==> config.mk <==
export PLATFORM = sky130hd
export DESIGN_NAME = ssb_sequencer
export DESIGN_NICKNAME = d
export VERILOG_FILES = /design/src/ssb_pkg.sv /design/src/ssb_sequencer.sv
export SDC_FILE = /design/constraint.sdc
export NUM_CORES = 1
export LEC_CHECK = 0
export ABC_AREA = 1
export BUFFER_PORTS_ARGS = -buffer_cell sky130_fd_sc_hd__buf_2
export CORE_MARGIN = 2
export CORE_UTILIZATION = 55
export DETAILED_ROUTE_END_ITERATION = 8
export GPL_TIMING_DRIVEN = 0
export HOLD_SLACK_MARGIN = 0.08
export PLACE_DENSITY = 0.79
export SLEW_MARGIN = 5
export SYNTH_ARGS = -nofsm -noshare
export SYNTH_HDL_FRONTEND = slang
export SYNTH_SLANG_ARGS = --single-unit
==> constraint.sdc <==
create_clock -name CLK -period 2.83 [get_ports CLK]
set_input_delay 0.4245 -clock CLK [delete_from_list [all_inputs] [get_ports CLK]]
set_output_delay 0.4245 -clock CLK [all_outputs]
set_load 0.05 [all_outputs]
==> src/ssb_pkg.sv <==
// Shared constants and types of the servo stop and brake sequencer.
// Assumes a single 100 MHz clock and a 16-bit register address port.
package ssb_pkg;

  // ----------------------------------------------------------------
  // Clock and timing
  // ----------------------------------------------------------------
  localparam int CLK_MHZ = 100;
  localparam int TICK_MS = 1;
  localparam int TICK_CYCLES = TICK_MS * CLK_MHZ * 1000;
  localparam int PERMIT_US = 10;
  localparam int PERMIT_CYCLES = PERMIT_US * CLK_MHZ;

  // ----------------------------------------------------------------
  // Register addresses
  // ----------------------------------------------------------------
  localparam logic [15:0] A_DIR_INV = 16'h2006;
  localparam logic [15:0] A_CTRL = 16'h2100;
  localparam logic [15:0] A_MODE = 16'h2101;
  localparam logic [15:0] A_DIS_SEL = 16'h2102;
  localparam logic [15:0] A_ALM_SEL = 16'h2103;
  localparam logic [15:0] A_TORQUE = 16'h2104;
  localparam logic [15:0] A_TIMEOUT = 16'h2105;
  localparam logic [15:0] A_SPD_THR = 16'h2106;
  localparam logic [15:0] A_STATUS = 16'h2110;
  localparam logic [15:0] A_IRQ_ST = 16'h2111;
  localparam logic [15:0] A_IRQ_CLR = 16'h2112;
  localparam logic [15:0] A_IRQ_EN = 16'h2113;

  // ----------------------------------------------------------------
  // Fields and reset values
  // ----------------------------------------------------------------
  localparam int CTRL_EN_BIT = 0;
  localparam int CTRL_POL_BIT = 1;
  localparam logic [7:0] RUN_MODE = 8'h08;
  localparam logic [1:0] M_SERVO = 2'h0;
  localparam logic [1:0] M_FREE = 2'h1;
  localparam logic [1:0] M_DYN = 2'h2;
  localparam logic [1:0] AS_DYN = 2'h0;
  localparam logic [1:0] AS_FREE = 2'h1;
  localparam logic [1:0] AS_LOCK = 2'h2;
  localparam logic [3:0] SEL_RST = 4'h0;
  localparam logic [15:0] TORQUE_RST = 16'h0000;
  localparam logic [15:0] TIMEOUT_RST = 16'h0064;
  localparam logic [15:0] SPD_THR_RST = 16'h0010;
  localparam int IRQ_ALARM = 0;
  localparam int IRQ_STOPPED = 1;
  localparam int IRQ_READY = 2;

  typedef enum logic [2:0] {
    S_OFF, S_READY, S_ON_WAIT, S_RUN, S_DECEL, S_STOP
  } ssb_state_t;

endpackage : ssb_pkg

==> src/ssb_sequencer.sv <==
// Servo enable, stop and holding-brake sequencer with register port.
// Assumes pins ALARM, MAIN_POWER and LINK_OP are asynchronous; all
// other inputs come from logic on CLK.
//
// Chosen here: the address-and-strobe port.
`timescale 1ns/1ps
module ssb_sequencer #(
  parameter int TICK_LEN = ssb_pkg::TICK_CYCLES
) (
  input wire logic CLK,
  input wire logic RESET,
  input wire logic [15:0] ADDR,
  input wire logic [31:0] WDATA,
  input wire logic WR,
  input wire logic RD,
  output logic [31:0] RDATA,
  input wire logic INIT_DONE,
  input wire logic MAIN_POWER,
  input wire logic LINK_OP,
  input wire logic ALARM,
  input wire logic [15:0] MOTOR_SPEED,
  input wire logic [31:0] CMD_IN,
  output logic [31:0] MOTOR_CMD,
  output logic SERVO_READY,
  output logic SERVO_ON_STATUS,
  output logic CMD_ALLOWED,
  output logic POWER_ON,
  output logic REVERSE_BRAKE,
  output logic [15:0] TORQUE_LIMIT,
  output logic DYN_BRAKE,
  output logic STOP_HOLD_DB,
  output logic BRAKE_RELEASE,
  output logic BRAKE_ENGAGE,
  output logic IRQ
);
  import ssb_pkg::*;

  // ----------------------------------------------------------------
  // Pin synchronisers
  // ----------------------------------------------------------------
  logic [2:0] pin_s1_q;
  logic [2:0] pin_s2_q;
  logic pwr_s, link_s, alarm_s;

  // Two stages per pin; only the second stage feeds logic
  always_ff @(posedge CLK) begin
    if (RESET) begin
      pin_s1_q <= 3'h0;
      pin_s2_q <= 3'h0;
    end else begin
      pin_s1_q <= {ALARM, LINK_OP, MAIN_POWER};
      pin_s2_q <= pin_s1_q;
    end
  end
  assign pwr_s = pin_s2_q[0];
  assign link_s = pin_s2_q[1];
  assign alarm_s = pin_s2_q[2];

  // ----------------------------------------------------------------
  // Register file
  // ----------------------------------------------------------------
  logic dir_inv_q, bus_pol_q, en_req_q;
  logic [7:0] mode_q;
  logic [3:0] dis_sel_q, alm_sel_q;
  logic [15:0] torque_q, timeout_q, spd_thr_q;
  logic [2:0] irq_st_q, irq_en_q, irq_set;
  ssb_state_t st_q, st_d;

  // Software-writable settings
  always_ff @(posedge CLK) begin
    if (RESET) begin
      dir_inv_q <= 1'b0;
      bus_pol_q <= 1'b0;
      en_req_q <= 1'b0;
      mode_q <= 8'h00;
      dis_sel_q <= SEL_RST;
      alm_sel_q <= SEL_RST;
      torque_q <= TORQUE_RST;
      timeout_q <= TIMEOUT_RST;
      spd_thr_q <= SPD_THR_RST;
      irq_en_q <= 3'h0;
    end else if (WR) begin
      case (ADDR)
        A_DIR_INV: dir_inv_q <= WDATA[0];
        A_CTRL: begin
          en_req_q <= WDATA[CTRL_EN_BIT];
          bus_pol_q <= WDATA[CTRL_POL_BIT];
        end
        A_MODE: mode_q <= WDATA[7:0];
        A_DIS_SEL: dis_sel_q <= WDATA[3:0];
        A_ALM_SEL: alm_sel_q <= WDATA[3:0];
        A_TORQUE: torque_q <= WDATA[15:0];
        A_TIMEOUT: timeout_q <= WDATA[15:0];
        A_SPD_THR: spd_thr_q <= WDATA[15:0];
        A_IRQ_EN: irq_en_q <= WDATA[2:0];
        default: ;
      endcase
    end
  end

  // Read data valid in the cycle after the strobe; unmapped reads zero
  always_ff @(posedge CLK) begin
    if (RESET) begin
      RDATA <= 32'h0;
    end else if (RD) begin
      case (ADDR)
        A_DIR_INV: RDATA <= {31'h0, dir_inv_q};
        A_CTRL: RDATA <= {30'h0, bus_pol_q, en_req_q};
        A_MODE: RDATA <= {24'h0, mode_q};
        A_DIS_SEL: RDATA <= {28'h0, dis_sel_q};
        A_ALM_SEL: RDATA <= {28'h0, alm_sel_q};
        A_TORQUE: RDATA <= {16'h0, torque_q};
        A_TIMEOUT: RDATA <= {16'h0, timeout_q};
        A_SPD_THR: RDATA <= {16'h0, spd_thr_q};
        A_STATUS: RDATA <= {24'h0, CMD_ALLOWED, SERVO_ON_STATUS, SERVO_READY,
                            BRAKE_RELEASE, 1'b0, st_q};
        A_IRQ_ST: RDATA <= {29'h0, irq_st_q};
        A_IRQ_EN: RDATA <= {29'h0, irq_en_q};
        default: RDATA <= 32'h0;
      endcase
    end else begin
      RDATA <= 32'h0;
    end
  end

  // Sticky events; a new event beats a clear in the same cycle
  always_ff @(posedge CLK) begin
    if (RESET) begin
      irq_st_q <= 3'h0;
    end else if (WR && ADDR == A_IRQ_CLR) begin
      irq_st_q <= (irq_st_q & ~WDATA[2:0]) | irq_set;
    end else begin
      irq_st_q <= irq_st_q | irq_set;
    end
  end

  // Level interrupt, registered
  always_ff @(posedge CLK) begin
    if (RESET) begin
      IRQ <= 1'b0;
    end else begin
      IRQ <= |((irq_st_q | irq_set) & irq_en_q);
    end
  end

  // ----------------------------------------------------------------
  // Sequencer
  // ----------------------------------------------------------------
  logic spd_low, ready_ok, enable_ok, decel_end;
  logic [3:0] sel_q;
  logic [31:0] tick_q;
  logic [15:0] ms_q;
  logic [15:0] permit_q;

  assign spd_low = MOTOR_SPEED < spd_thr_q;
  assign ready_ok = INIT_DONE && pwr_s;
  // Enable only from a settled drive with link up and mode 8
  assign enable_ok = en_req_q && link_s && mode_q == RUN_MODE && spd_low && !alarm_s;
  // First of timeout or low speed ends the deceleration
  assign decel_end = spd_low || ms_q >= timeout_q;

  // Next state; alarm and disable share one stop path
  always_comb begin
    st_d = st_q;
    case (st_q)
      S_OFF: if (ready_ok) st_d = S_READY;
      S_READY: begin
        if (!ready_ok) st_d = S_OFF;
        else if (enable_ok) st_d = S_ON_WAIT;
      end
      S_ON_WAIT: begin
        if (alarm_s || !en_req_q || !pwr_s) st_d = S_DECEL;
        else if (permit_q == PERMIT_CYCLES[15:0]) st_d = S_RUN;
      end
      S_RUN: if (alarm_s || !en_req_q || !pwr_s) st_d = S_DECEL;
      S_DECEL: if (decel_end) st_d = S_STOP;
      S_STOP: if (!alarm_s && !en_req_q) st_d = S_OFF;
      default: st_d = S_OFF;
    endcase
  end

  always_ff @(posedge CLK) begin
    if (RESET) st_q <= S_OFF;
    else st_q <= st_d;
  end

  // Latch the selection picked by the cause when a stop begins
  always_ff @(posedge CLK) begin
    if (RESET) begin
      sel_q <= SEL_RST;
    end else if (st_d == S_DECEL && st_q != S_DECEL) begin
      sel_q <= alarm_s ? alm_sel_q : dis_sel_q;
    end
  end

  // Millisecond timebase; restarts at every stop so timeout is exact
  always_ff @(posedge CLK) begin
    if (RESET || st_q != S_DECEL) begin
      tick_q <= 32'h0;
      ms_q <= 16'h0;
    end else if (tick_q == TICK_LEN[31:0] - 32'h1) begin
      tick_q <= 32'h0;
      if (ms_q != 16'hffff) ms_q <= ms_q + 16'h1;
    end else begin
      tick_q <= tick_q + 32'h1;
    end
  end

  // Hold off commands for a while after servo-on is reported
  always_ff @(posedge CLK) begin
    if (RESET || st_q != S_ON_WAIT) permit_q <= 16'h0;
    else if (permit_q != PERMIT_CYCLES[15:0]) permit_q <= permit_q + 16'h1;
  end

  // Events for the interrupt logic
  assign irq_set[IRQ_ALARM] = st_d == S_DECEL && st_q != S_DECEL && alarm_s;
  assign irq_set[IRQ_STOPPED] = st_q == S_DECEL && st_d == S_STOP;
  assign irq_set[IRQ_READY] = st_q == S_OFF && st_d == S_READY;

  // ----------------------------------------------------------------
  // Drive outputs, registered from the next state
  // ----------------------------------------------------------------
  logic inv;
  // Local inversion overrides bus polarity
  assign inv = dir_inv_q ? 1'b1 : bus_pol_q;

  always_ff @(posedge CLK) begin
    if (RESET) begin
      SERVO_READY <= 1'b0;
      SERVO_ON_STATUS <= 1'b0;
      CMD_ALLOWED <= 1'b0;
      MOTOR_CMD <= 32'h0;
    end else begin
      SERVO_READY <= st_d != S_OFF;
      SERVO_ON_STATUS <= st_d == S_ON_WAIT || st_d == S_RUN;
      CMD_ALLOWED <= st_d == S_RUN;
      // Command forced to zero whenever commands are not accepted
      MOTOR_CMD <= st_d != S_RUN ? 32'h0 : (inv ? 32'h0 - CMD_IN : CMD_IN);
    end
  end

  // Power stage per stop method and after-stop state
  always_ff @(posedge CLK) begin
    if (RESET) begin
      POWER_ON <= 1'b0;
      REVERSE_BRAKE <= 1'b0;
      TORQUE_LIMIT <= 16'h0;
      DYN_BRAKE <= 1'b0;
      STOP_HOLD_DB <= 1'b0;
    end else begin
      POWER_ON <= st_d == S_ON_WAIT || st_d == S_RUN ||
                  (st_d == S_DECEL && st_q != S_DECEL ? (alarm_s ? alm_sel_q[1:0] :
                   dis_sel_q[1:0]) == M_SERVO : st_d == S_DECEL && sel_q[1:0] == M_SERVO);
      REVERSE_BRAKE <= st_d == S_DECEL && st_q == S_DECEL && sel_q[1:0] == M_SERVO;
      // Braking torque capped by the stop torque setting
      TORQUE_LIMIT <= (st_d == S_DECEL && st_q == S_DECEL) ? torque_q : 16'h0;
      // Decel-phase dynamic braking dropped at the end
      DYN_BRAKE <= st_d == S_DECEL && st_q == S_DECEL && sel_q[1:0] >= M_DYN;
      STOP_HOLD_DB <= st_d == S_STOP && sel_q[3:2] == AS_DYN;
    end
  end

  // Brake released only while servo is on or decelerating
  always_ff @(posedge CLK) begin
    if (RESET) begin
      BRAKE_RELEASE <= 1'b0;
      BRAKE_ENGAGE <= 1'b1;
    end else begin
      BRAKE_RELEASE <= st_d == S_ON_WAIT || st_d == S_RUN || st_d == S_DECEL;
      BRAKE_ENGAGE <= !(st_d == S_ON_WAIT || st_d == S_RUN || st_d == S_DECEL);
    end
  end
endmodule : ssb_sequencer

==> results of run 1 <==
cell usage in the layout, fill, tap and decap left out, types with 5 or more instances in the layout:
cell	synthesis	layout
clkbuf_16	0	25
o21ai_0	91	91
buf_4	22	22
nand3_2	5	5
nor3_1	52	52
nor4_1	18	18
dfxtp_1	224	224
xor2_1	28	28
nand2_1	167	167
nor3_2	6	6
nand3_1	44	43
nor3b_1	6	6
ha_1	36	36
conb_1	1	16
nor2_1	212	212
xnor2_1	13	13
o22ai_1	28	28
a211oi_1	9	9
clkbuf_1	19	25
bufinv_16	0	5
inv_2	9	9
inv_1	220	220
buf_2	5	165
a21oi_1	115	115
and3_1	5	5
nand4_1	36	36
a211oi_2	22	22
where the power goes:
| part | switching, mW | internal, mW |
|---|---|---|
| sequential | 0.00250 | 3.16 |
| combinational | 0.213 | 0.108 |
| clock | 1.27 | 2.18 |
flip-flops by register name, summed over array words and instances (netlist names), 4 cells and up:
name and count:
ms_q 16, sel_q 4, alm_sel_q 4, TORQUE_LIMIT 16, spd_thr_q 16, timeout_q 16
RDATA 16, tick_q 32, mode_q 8, dis_sel_q 4, MOTOR_CMD 32, torque_q 16
permit_q 16
cell type report:
type,instances,area share (%)
multi-input combinational,963,41.3
sequential,224,34.4
inverter,232,6.70
timing repair buffer,160,6.15
clock buffer,35,5.40
tap,265,2.55
buffer,48,2.18
clock inverter,9,1.33
per-stage QoR:
step | hold WS (ns) | std cells | instance area [um^2] | utilization, %
floorplan | 0.388 | 1467 | 11000 | -
global placement | 0.390 | 1892 | 12100 | 62.1
detailed placement | 0.394 | 1892 | 12100 | 62.1
CTS | 0.109 | 1936 | 13000 | 66.6
global route | 0.117 | 1936 | 13000 | 66.7
finish | 0.116 | 1936 | 13000 | 66.7
kinds of logic after synthesis:
group,count (synthesis)
flops,224
xor+xnor,41
simple gates,586
compound gates,284
buf+inv,280
other cells,1
fa+ha+maj,36
tightest hold or removal path, delay by kind of cell:
family / cells / cell delay [ns]
AND/OR/NAND/NOR: 1 / 0.06
buffers and inverters: 2 / 0.11
routing by layer:
metal,vias up,share of wire (%)
met4,0,2.3
met5,-,0
met3,67,8.5
met1,4748,42
li1,5172,-
met2,432,47
final timing paths:
kind | endpoint | slack (ns) | cells after the start
setup / recovery | TORQUE_LIMIT[0] | 0.24 | 15
hold / removal | pin_s1_q[1] | 0.12 | 3
setup reg to reg | TORQUE_LIMIT[0] | 0.24 | 15
hold reg to reg | pin_s2_q[1] | 0.40 | 2
==> flow_metrics.py, run 1 <==
metrics = {
    "die": {
        "die_width_um": 145,
        "num_rows": 51,
        "die_h_um": 145,
        "core_area_um2": 19500,
        "start_util_pct": 56.1,
        "die_area_um2": 21000,
        "ios": 194,
    },
    "drt": {
        "wirelength_um": 28800,
        "drc": 0,
        "ant_nets": 0,
        "drtIter0Drc": 816,
        "drt_pass1_iterations": 5,
        "vias": 10400,
        "post_drt_wl_per_cell_um": 14.9,
        "via_per_inst": 5.38,
    },
    "timing": {
        "slew_violations": 0,
        "setup_viol": 0,
        "setup_ws_ns": 0.237,
        "skew_ns": 0.0102,
        "tightest_slew_ns": 0.874,
        "fin_tns_setup_ns": 0,
        "period_share_pct": 91.6,
        "fmax_mhz": 386,
        "hold_violations": 0,
        "period_needed_ns": 2.59,
        "rsz0062_at_grt": "no",
        "relSlewSlack_pct": 41.7,
    },
    "synthesis": {
        "muxShareOfSynthArea_pct": 0,
        "yosysTopAreaCellShare_pct": 41.0,
        "synth_top_area_cell": "dfxtp_1",
        "yosys-top-cells-area": "dfxtp_1 (41%), inv_1 (7.5%), nor2_1 (7.3%)",
        "synth_compound_area_share_pct": 15.4,
        "synth_most_common_cell": "dfxtp_1",
        "synth_warnings": 0,
        "async_reset_ff_share_pct": 0,
        "synth-simple-area-share_pct": 25.6,
        "synth_xor_area_share_pct": 3.28,
        "syn-cell-area_um2": 10900,
        "synth_common_cells": "dfxtp_1 (224), inv_1 (220), nor2_1 (212), nand2_1 (167), a21oi_1 (115)",
        "synth_edf_count": 0,
        "ys_ff_latch": 224,
        "synth_cells": 1452,
        "synth-seq-area-share_pct": 41.0,
        "synth_fa_ha_area_share_pct": 4.12,
        "yosysUniqueCellTypes": 57,
        "synth_top_family_by_area": "simple AND/OR/NAND/NOR gates",
        "synth-main-ff-cell": "dfxtp_1",
        "avgSynthCellArea_um2": 7.54,
    },
    "global_routing": {
        "grt_util_met3_pct": 6.01,
        "grt_first_pass_wirelength_um": 47200,
        "grt_start_max_net_pins": 15,
        "use_met1_pct": 34.0,
        "met2_usage_pct": 45.9,
        "grt_pass1_vias": 9898,
        "grt_overflow": 0,
        "antenna_found_initial": 0,
        "grt.total_usage_pct": 26.7,
        "busiest_layer": "met2",
    },
    "setup_path": {
        "start_kind": "register",
        "path_cells": "inv_1 > ha_1 > nand2_1 > inv_1 > o21ai_0 > a21oi_1 > nor2_1 > nand2_1 > nor2_1 > nand2_1 > a21oi_1 > and2_2 > nand3_4 > buf_4 > nor2_1",
        "worstSetupEndpointType": "register",
        "cp_max_fo": 10,
        "crit_required_ns": 3.26,
        "cp_data_arrival_time_ns": 3.02,
        "critPathKind": "reg -> reg",
        "crit_slowest_cell": "dfxtp_1",
        "startpoint": "timeout_q[9]",
        "r2r_start": "timeout_q[9]",
        "cpPeakStageDelay_ns": 0.32,
        "timing.critical_path.buf_inv": 3,
        "cpLargestDelayFamily": "simple AND/OR/NAND/NOR gates",
    },
    "final_layout": {
        "register_area_um2": 4480,
        "fillers": 1678,
        "syn2layout_area_growth_pct": 19.0,
        "multiInputGateArea_um2": 5370,
        "design.final.nets": 1793,
        "diodes": 0,
        "drive_above_1_share_pct": 18.1,
    },
    "pwr": {
        "ir_worst_vdd_mv": 0.415,
        "cellPowerDensity_nw_per_um2": 532,
        "p_total_mw": 6.93,
        "power.leakage_nw": 5.37,
    },
    "clocking": {
        "holdBufCountCts": 0,
        "cts_tree": "yes",
        "cts_root_buffer": "clkbuf_16",
        "cts_inserted_buffers": 24,
        "clockBufferDepth": 3,
        "cts_resized": 0,
        "h-tree-depth": 1,
        "clk_latency_ns": 0.52,
        "path_clk_slew_ns": 0.06,
        "post_cts_buffers": 0,
        "clkSinkCount": 224,
    },
    "place": {
        "dpl_worst_slack_ns": 0.0353,
        "io_buffers": 160,
        "hpwl_um": 21900,
        "gp_congestion": 0.935,
    },
    "min_path": {
        "hold_path_startpoint": "LINK_OP",
        "worstHoldPathType": "in -> reg",
    },
    "run": {
        "drv_cap": 0,
    },
    "outcome": {
        "status": "completed",
    },
}
Note: power is estimated with default switching activity, not from simulation.
==> inputs of run 2 (changes only) <==
- PLACE_DENSITY: 0.79 -> 0.85
==> run 2 against run 1 <==
  * Register-to-register slack about the same
  * Final cell count stayed put
  * Die area unchanged
  * First-iteration DRC count shrank 16%
  * Wire length rose by 2.5%
  * Critical path type unchanged
==> flow_metrics.py, run 2 (synthesis gave the netlist of run 1 again) <==
metrics = {
    "setup_path": {
        "start_kind": "register",
        "crit_cells": 15,
        "crit_slowest_cell": "dfxtp_1",
        "timing.critical_path.buf_inv": 3,
        "critPathKind": "reg -> reg",
        "path_cells": "inv_1 > ha_1 > nand2_1 > inv_1 > o21ai_0 > a21oi_1 > nor2_1 > nand2_1 > nor2_1 > nand2_1 > a21oi_1 > and2_2 > nand3_4 > buf_4 > nor2_1",
        "cpLargestDelayFamily": "simple AND/OR/NAND/NOR gates",
        "cp_data_arrival_time_ns": 3.05,
        "crit_required_ns": 3.30,
        "worstRegToRegCells": 15,
        "cpPeakStageDelay_ns": 0.31,
        "crit_end": "TORQUE_LIMIT[0]",
        "r2r-end": "TORQUE_LIMIT[0]",
        "ff2ff_setup_slack_ns": 0.25,
        "r2r_start": "timeout_q[9]",
        "cp_max_fo": 10,
        "worstSetupEndpointType": "register",
        "startpoint": "timeout_q[9]",
    },
    "place": {
        "gp_congestion": 0.943,
        "io_buffers": 160,
        "hpwl_um": 22200,
    },
    "clocking": {
        "cts_root_buffer": "clkbuf_16",
        "h-tree-depth": 1,
        "clkSinkCount": 224,
        "cts_tree": "yes",
        "path_clk_slew_ns": 0.06,
        "clk_latency_ns": 0.54,
        "clockBufferDepth": 3,
        "cts_inserted_buffers": 25,
    },
    "global_routing": {
        "grt.total_usage_pct": 27.4,
        "antenna_found_initial": 0,
        "grt_overflow": 0,
        "grt_pass1_vias": 10300,
        "grt_start_max_net_pins": 14,
        "grt_first_pass_wirelength_um": 48700,
    },
    "die": {
        "start_util_pct": 56.1,
        "ios": 194,
        "num_rows": 51,
        "core_area_um2": 19500,
        "die_width_um": 145,
        "die_h_um": 145,
        "die_area_um2": 21000,
    },
    "timing": {
        "skew_ns": 0.0162,
        "relSlewSlack_pct": 39.5,
        "fin_tns_setup_ns": 0,
        "tightest_slew_ns": 0.907,
        "slew_violations": 0,
        "rsz0062_at_grt": "no",
        "period_share_pct": 91.3,
        "setup_viol": 0,
        "hold_violations": 0,
        "period_needed_ns": 2.58,
        "fmax_mhz": 387,
    },
    "drt": {
        "wirelength_um": 29500,
        "ant_nets": 0,
        "post_drt_wl_per_cell_um": 15.2,
        "drt_pass1_iterations": 5,
        "via_per_inst": 5.45,
        "vias": 10600,
        "drc": 0,
        "drtIter0Drc": 685,
    },
    "final_layout": {
        "syn2layout_area_growth_pct": 18.7,
        "mostFrequentLayoutCells": "dfxtp_1 (224), inv_1 (220), nor2_1 (212)",
        "design.final.nets": 1794,
        "drive_above_1_share_pct": 18.1,
        "diodes": 0,
        "reg_top3": "MOTOR_CMD: 32 flops, tick_q: 32 flops",
        "mostFrequentLayoutCell": "dfxtp_1",
    },
    "pwr": {
        "power.leakage_nw": 5.36,
        "p_total_mw": 6.84,
        "cellPowerDensity_nw_per_um2": 526,
        "ir_worst_vdd_mv": 0.589,
    },
    "outcome": {
        "status": "completed",
    },
    "run": {
        "drv_cap": 0,
    },
    "min_path": {
        "worstHoldPathType": "in -> reg",
    },
}
run 2: repair_timing:
item                       in CTS  in global routing
gates resized for setup         0                  1
buffers inserted                0                  0
setup endpoints to repair       0                  6
hold endpoints to repair        0                  0
hold buffers                    0                  0
run 2: report_power, final:
group / internal (mW) / switching [mW] / leakage, nW / total [mW]
clock network: 2.01 / 1.34 / 0.419 / 3.35
registers: 3.16 / 0.00260 / 1.80 / 3.16
logic: 0.107 / 0.215 / 3.14 / 0.322
run 2: final cells by class:
cell class | count | area [um^2]
multi-input combinational | 963 | 5370
clock buffer | 33 | 696
timing repair buffer | 160 | 801
clock inverter | 11 | 154
inverter | 232 | 872
tap | 265 | 332
fill | 1673 | 6540
sequential | 224 | 4480
buffer | 48 | 284
run 2: worst min-delay path by stage:
stage | slack (ns) | cells after the start | startpoint | endpoint
floorplan | 0.39 | 2 | pin_s1_q[0] | pin_s2_q[0]
global placement | 0.40 | 2 | pin_s1_q[2] | pin_s2_q[2]
detailed placement | 0.40 | 2 | pin_s1_q[0] | pin_s2_q[0]
CTS | 0.08 | 3 | ALARM | pin_s1_q[2]
global route | 0.10 | 3 | ALARM | pin_s1_q[2]
finish | 0.09 | 3 | ALARM | pin_s1_q[2]
run 2: per-stage QoR:
step / hold slack (ns) / util (%) / setup slack, ns / cell area (um^2) / cells
after CTS: 0.0809 / 66.5 / 0.174 / 13000 / 1936
after global routing: 0.100 / 66.5 / 0.0993 / 13000 / 1936
final: 0.0947 / 66.5 / 0.246 / 13000 / 1936
after detailed placement: 0.395 / 62.1 / 0.110 / 12100 / 1892
after global placement: 0.396 / 62.1 / 0.143 / 12100 / 1892
after floorplan: 0.388 / - / 0.843 / 11000 / 1467
run 2: per-layer routing:
| layer | vias to the layer above | wire, um | GRT usage [%] |
|---|---|---|---|
| li1 | 5163 | - | - |
| met1 | 4879 | 12000 | 33.7 |
| met2 | 443 | 14200 | 48.5 |
| met3 | 75 | 2330 | 4.65 |
| met4 | 0 | 1010 | 9.90 |
| met5 | - | 0 | 0 |
run 2: worst reg2reg max path, cell delays in order (launching register included):
cell and delay [ns]:
dfxtp_1 0.31, inv_1 0.09, ha_1 0.32, nand2_1 0.08, inv_1 0.04, o21ai_0 0.15
a21oi_1 0.08, nor2_1 0.10, nand2_1 0.06, nor2_1 0.14, nand2_1 0.16, a21oi_1 0.22
and2_2 0.25, nand3_4 0.17, buf_4 0.24, nor2_1 0.13
==> inputs of run 3 (changes only) <==
- clock period: 2.83 -> 2.74 ns (I/O delays scaled with it)
==> run 3 against run 2 <==
  * Critical path depth down 1
  * Wire length increased by 0.13%
  * Die area unchanged
  * Fmax down 0.20%
  * Via count shrank 0.16%
  * Setup slack lost 0.095 ns
  * Hold slack lost 0.0036 ns
  * Register-to-register slack got worse by 0.095 ns
  * Count of clock-buffer cells in the layout unchanged
  * Sequential share of layout area decreased by 0.053 points
  * Flip-flop and latch count stayed put
  * Critical path type unchanged
==> flow_metrics.py, run 3 (synthesis gave the netlist of run 1 again) <==
metrics = {
    "outcome": {
        "status": "completed",
    },
    "place": {
        "gp_congestion": 0.943,
        "io_buffers": 160,
        "dp.cells": 1892,
        "hpwl_um": 22200,
        "dpl_worst_slack_ns": 0.0332,
    },
    "setup_path": {
        "cp_max_fo": 10,
        "r2r_start": "ms_q[3]",
        "critPathKind": "reg -> reg",
        "timing.critical_path.buf_inv": 1,
        "path_cells": "ha_1 > a21oi_1 > nand2_1 > nand2_1 > nand2_1 > nand2_1 > nand2_1 > nor2_1 > nand2_1 > a21oi_1 > and2_2 > nand3_4 > buf_4 > nor2_1",
        "crit_required_ns": 3.20,
        "crit_slowest_cell": "dfxtp_1",
        "cp_data_arrival_time_ns": 3.05,
        "worstSetupEndpointType": "register",
        "cpPeakStageDelay_ns": 0.46,
        "cpLargestDelayFamily": "simple AND/OR/NAND/NOR gates",
        "cp_common_cell": "nand2_1",
        "startpoint": "ms_q[3]",
        "start_kind": "register",
    },
    "pwr": {
        "switching_power_mw": 1.61,
        "switching_share_pct": 22.8,
        "cellPowerDensity_nw_per_um2": 543,
        "clkPwrFrac_pct": 49.0,
        "power.leakage_nw": 5.37,
        "internal_power_mw": 5.45,
        "p_total_mw": 7.06,
        "p_comb_share_pct": 4.7,
        "power_frac_seq_pct": 46.2,
        "ir_worst_vdd_mv": 0.613,
    },
    "timing": {
        "period_needed_ns": 2.59,
        "rsz0062_at_grt": "no",
        "hold_violations": 0,
        "skew_ns": 0.0161,
        "period_share_pct": 94.5,
        "fmax_mhz": 386,
        "tightest_slew_ns": 0.897,
        "relSlewSlack_pct": 40.2,
        "whs_ns": 0.0911,
        "setup_viol": 0,
        "setup_ws_ns": 0.151,
        "fin_tns_setup_ns": 0,
        "slew_violations": 0,
    },
    "die": {
        "die_width_um": 145,
        "ios": 194,
        "die_h_um": 145,
        "start_util_pct": 56.1,
        "die_area_um2": 21000,
        "core_area_um2": 19500,
        "num_rows": 51,
    },
    "final_layout": {
        "syn2layout_area_growth_pct": 18.9,
        "mostFrequentLayoutCells": "dfxtp_1 (224), inv_1 (220), nor2_1 (212)",
        "register_area_um2": 4480,
        "diodes": 0,
        "design.final.nets": 1796,
        "multiInputGateArea_um2": 5370,
        "fin_cells": 1938,
        "fillers": 1667,
        "reg_top3": "MOTOR_CMD: 32 flops, tick_q: 32 flops",
        "drive_above_1_share_pct": 18.1,
        "mostFrequentLayoutCell": "dfxtp_1",
    },
    "drt": {
        "ant_nets": 0,
        "drc": 0,
        "drt_pass1_iterations": 5,
        "drtIter0Drc": 695,
        "vias": 10500,
        "post_drt_wl_per_cell_um": 15.2,
        "via_per_inst": 5.44,
        "wirelength_um": 29500,
    },
    "clocking": {
        "cts_root_buffer": "clkbuf_16",
        "clkSinkCount": 224,
        "clk_latency_ns": 0.54,
        "path_clk_slew_ns": 0.06,
        "post_cts_buffers": 0,
        "cts_tree": "yes",
        "h-tree-depth": 1,
        "cts_inserted_buffers": 25,
        "clockBufferDepth": 3,
    },
    "global_routing": {
        "grt_first_pass_wirelength_um": 48900,
        "grt_overflow": 0,
        "grt.total_usage_pct": 27.5,
        "grt_pass1_vias": 10300,
        "antenna_found_initial": 0,
        "grt_start_max_net_pins": 14,
    },
    "run": {
        "drv_cap": 0,
    },
    "min_path": {
        "worstHoldPathType": "in -> reg",
        "hold_path_startpoint": "LINK_OP",
    },
}
-- run 3: cell types whose count changed in the layout (fill, tap and decap cells not counted), sizes merged --
cell / before / now
dlygate4sd3: 0 / 2
-- run 3: power by group through the flow --
stage / logic (mW) / clock network, mW / registers, mW
6_report: 0.335 / 3.46 / 3.26
5_1_grt: 0.364 / 3.63 / 3.26
4_1_cts: 0.328 / 3.49 / 3.26
3_5_place_dp: 0.323 / 0 / 3.34
3_3_place_gp: 0.317 / 0 / 3.34
2_1_floorplan: 0.189 / 0 / 3.34
-- run 3: layout make-up --
| class | instances | area share, % |
|---|---|---|
| Multi-Input combinational cell | 963 | 41.3 |
| Sequential cell | 224 | 34.5 |
| Inverter | 232 | 6.70 |
| Timing Repair Buffer | 162 | 6.31 |
| Clock buffer | 33 | 5.35 |
| Tap cell | 265 | 2.55 |
| Buffer | 48 | 2.18 |
| Clock inverter | 11 | 1.18 |
-- run 3: path summary, 6_finish.rpt --
| path | end | cells past startpoint | slack [ns] |
|---|---|---|---|
| min reg2reg | pin_s2_q[2] | 2 | 0.40 |
| max reg2reg | TORQUE_LIMIT[0] | 14 | 0.15 |
| min | pin_s1_q[1] | 3 | 0.09 |
| max | TORQUE_LIMIT[0] | 14 | 0.15 |
-- run 3: what timing repair did --
| action | 4_1_cts | 5_1_grt |
|---|---|---|
| endpoints found under the hold margin | 2 | 0 |
| hold buffers | 2 | 0 |
| endpoints found under the setup margin | 0 | 10 |
| gates resized for setup | 0 | 1 |
-- run 3: metal layers --
metal	up-vias	track usage [%]	routed length, um
met3	82	4.72	2370
met1	4845	33.7	12000
met5	-	0	0
li1	5169	-	-
met2	447	48.8	14200
met4	0	9.95	1050
-- run 3: worst register-to-register path: cells and delay by family, from the launching register on --
family,cells,cell delay (ns)
buffers and inverters,1,0.24
AND/OR/NAND/NOR,10,1.15
flip-flops,1,0.46
AO/OA/AOI/OAI,2,0.38
adder cells (fa/ha/maj),1,0.31
-- run 3: stage by stage --
step	cell area [um^2]	utilization (%)
2_1_floorplan	11000	-
3_3_place_gp	12100	62.1
3_5_place_dp	12100	62.1
4_1_cts	13000	66.6
5_1_grt	13000	66.6
6_report	13000	66.6
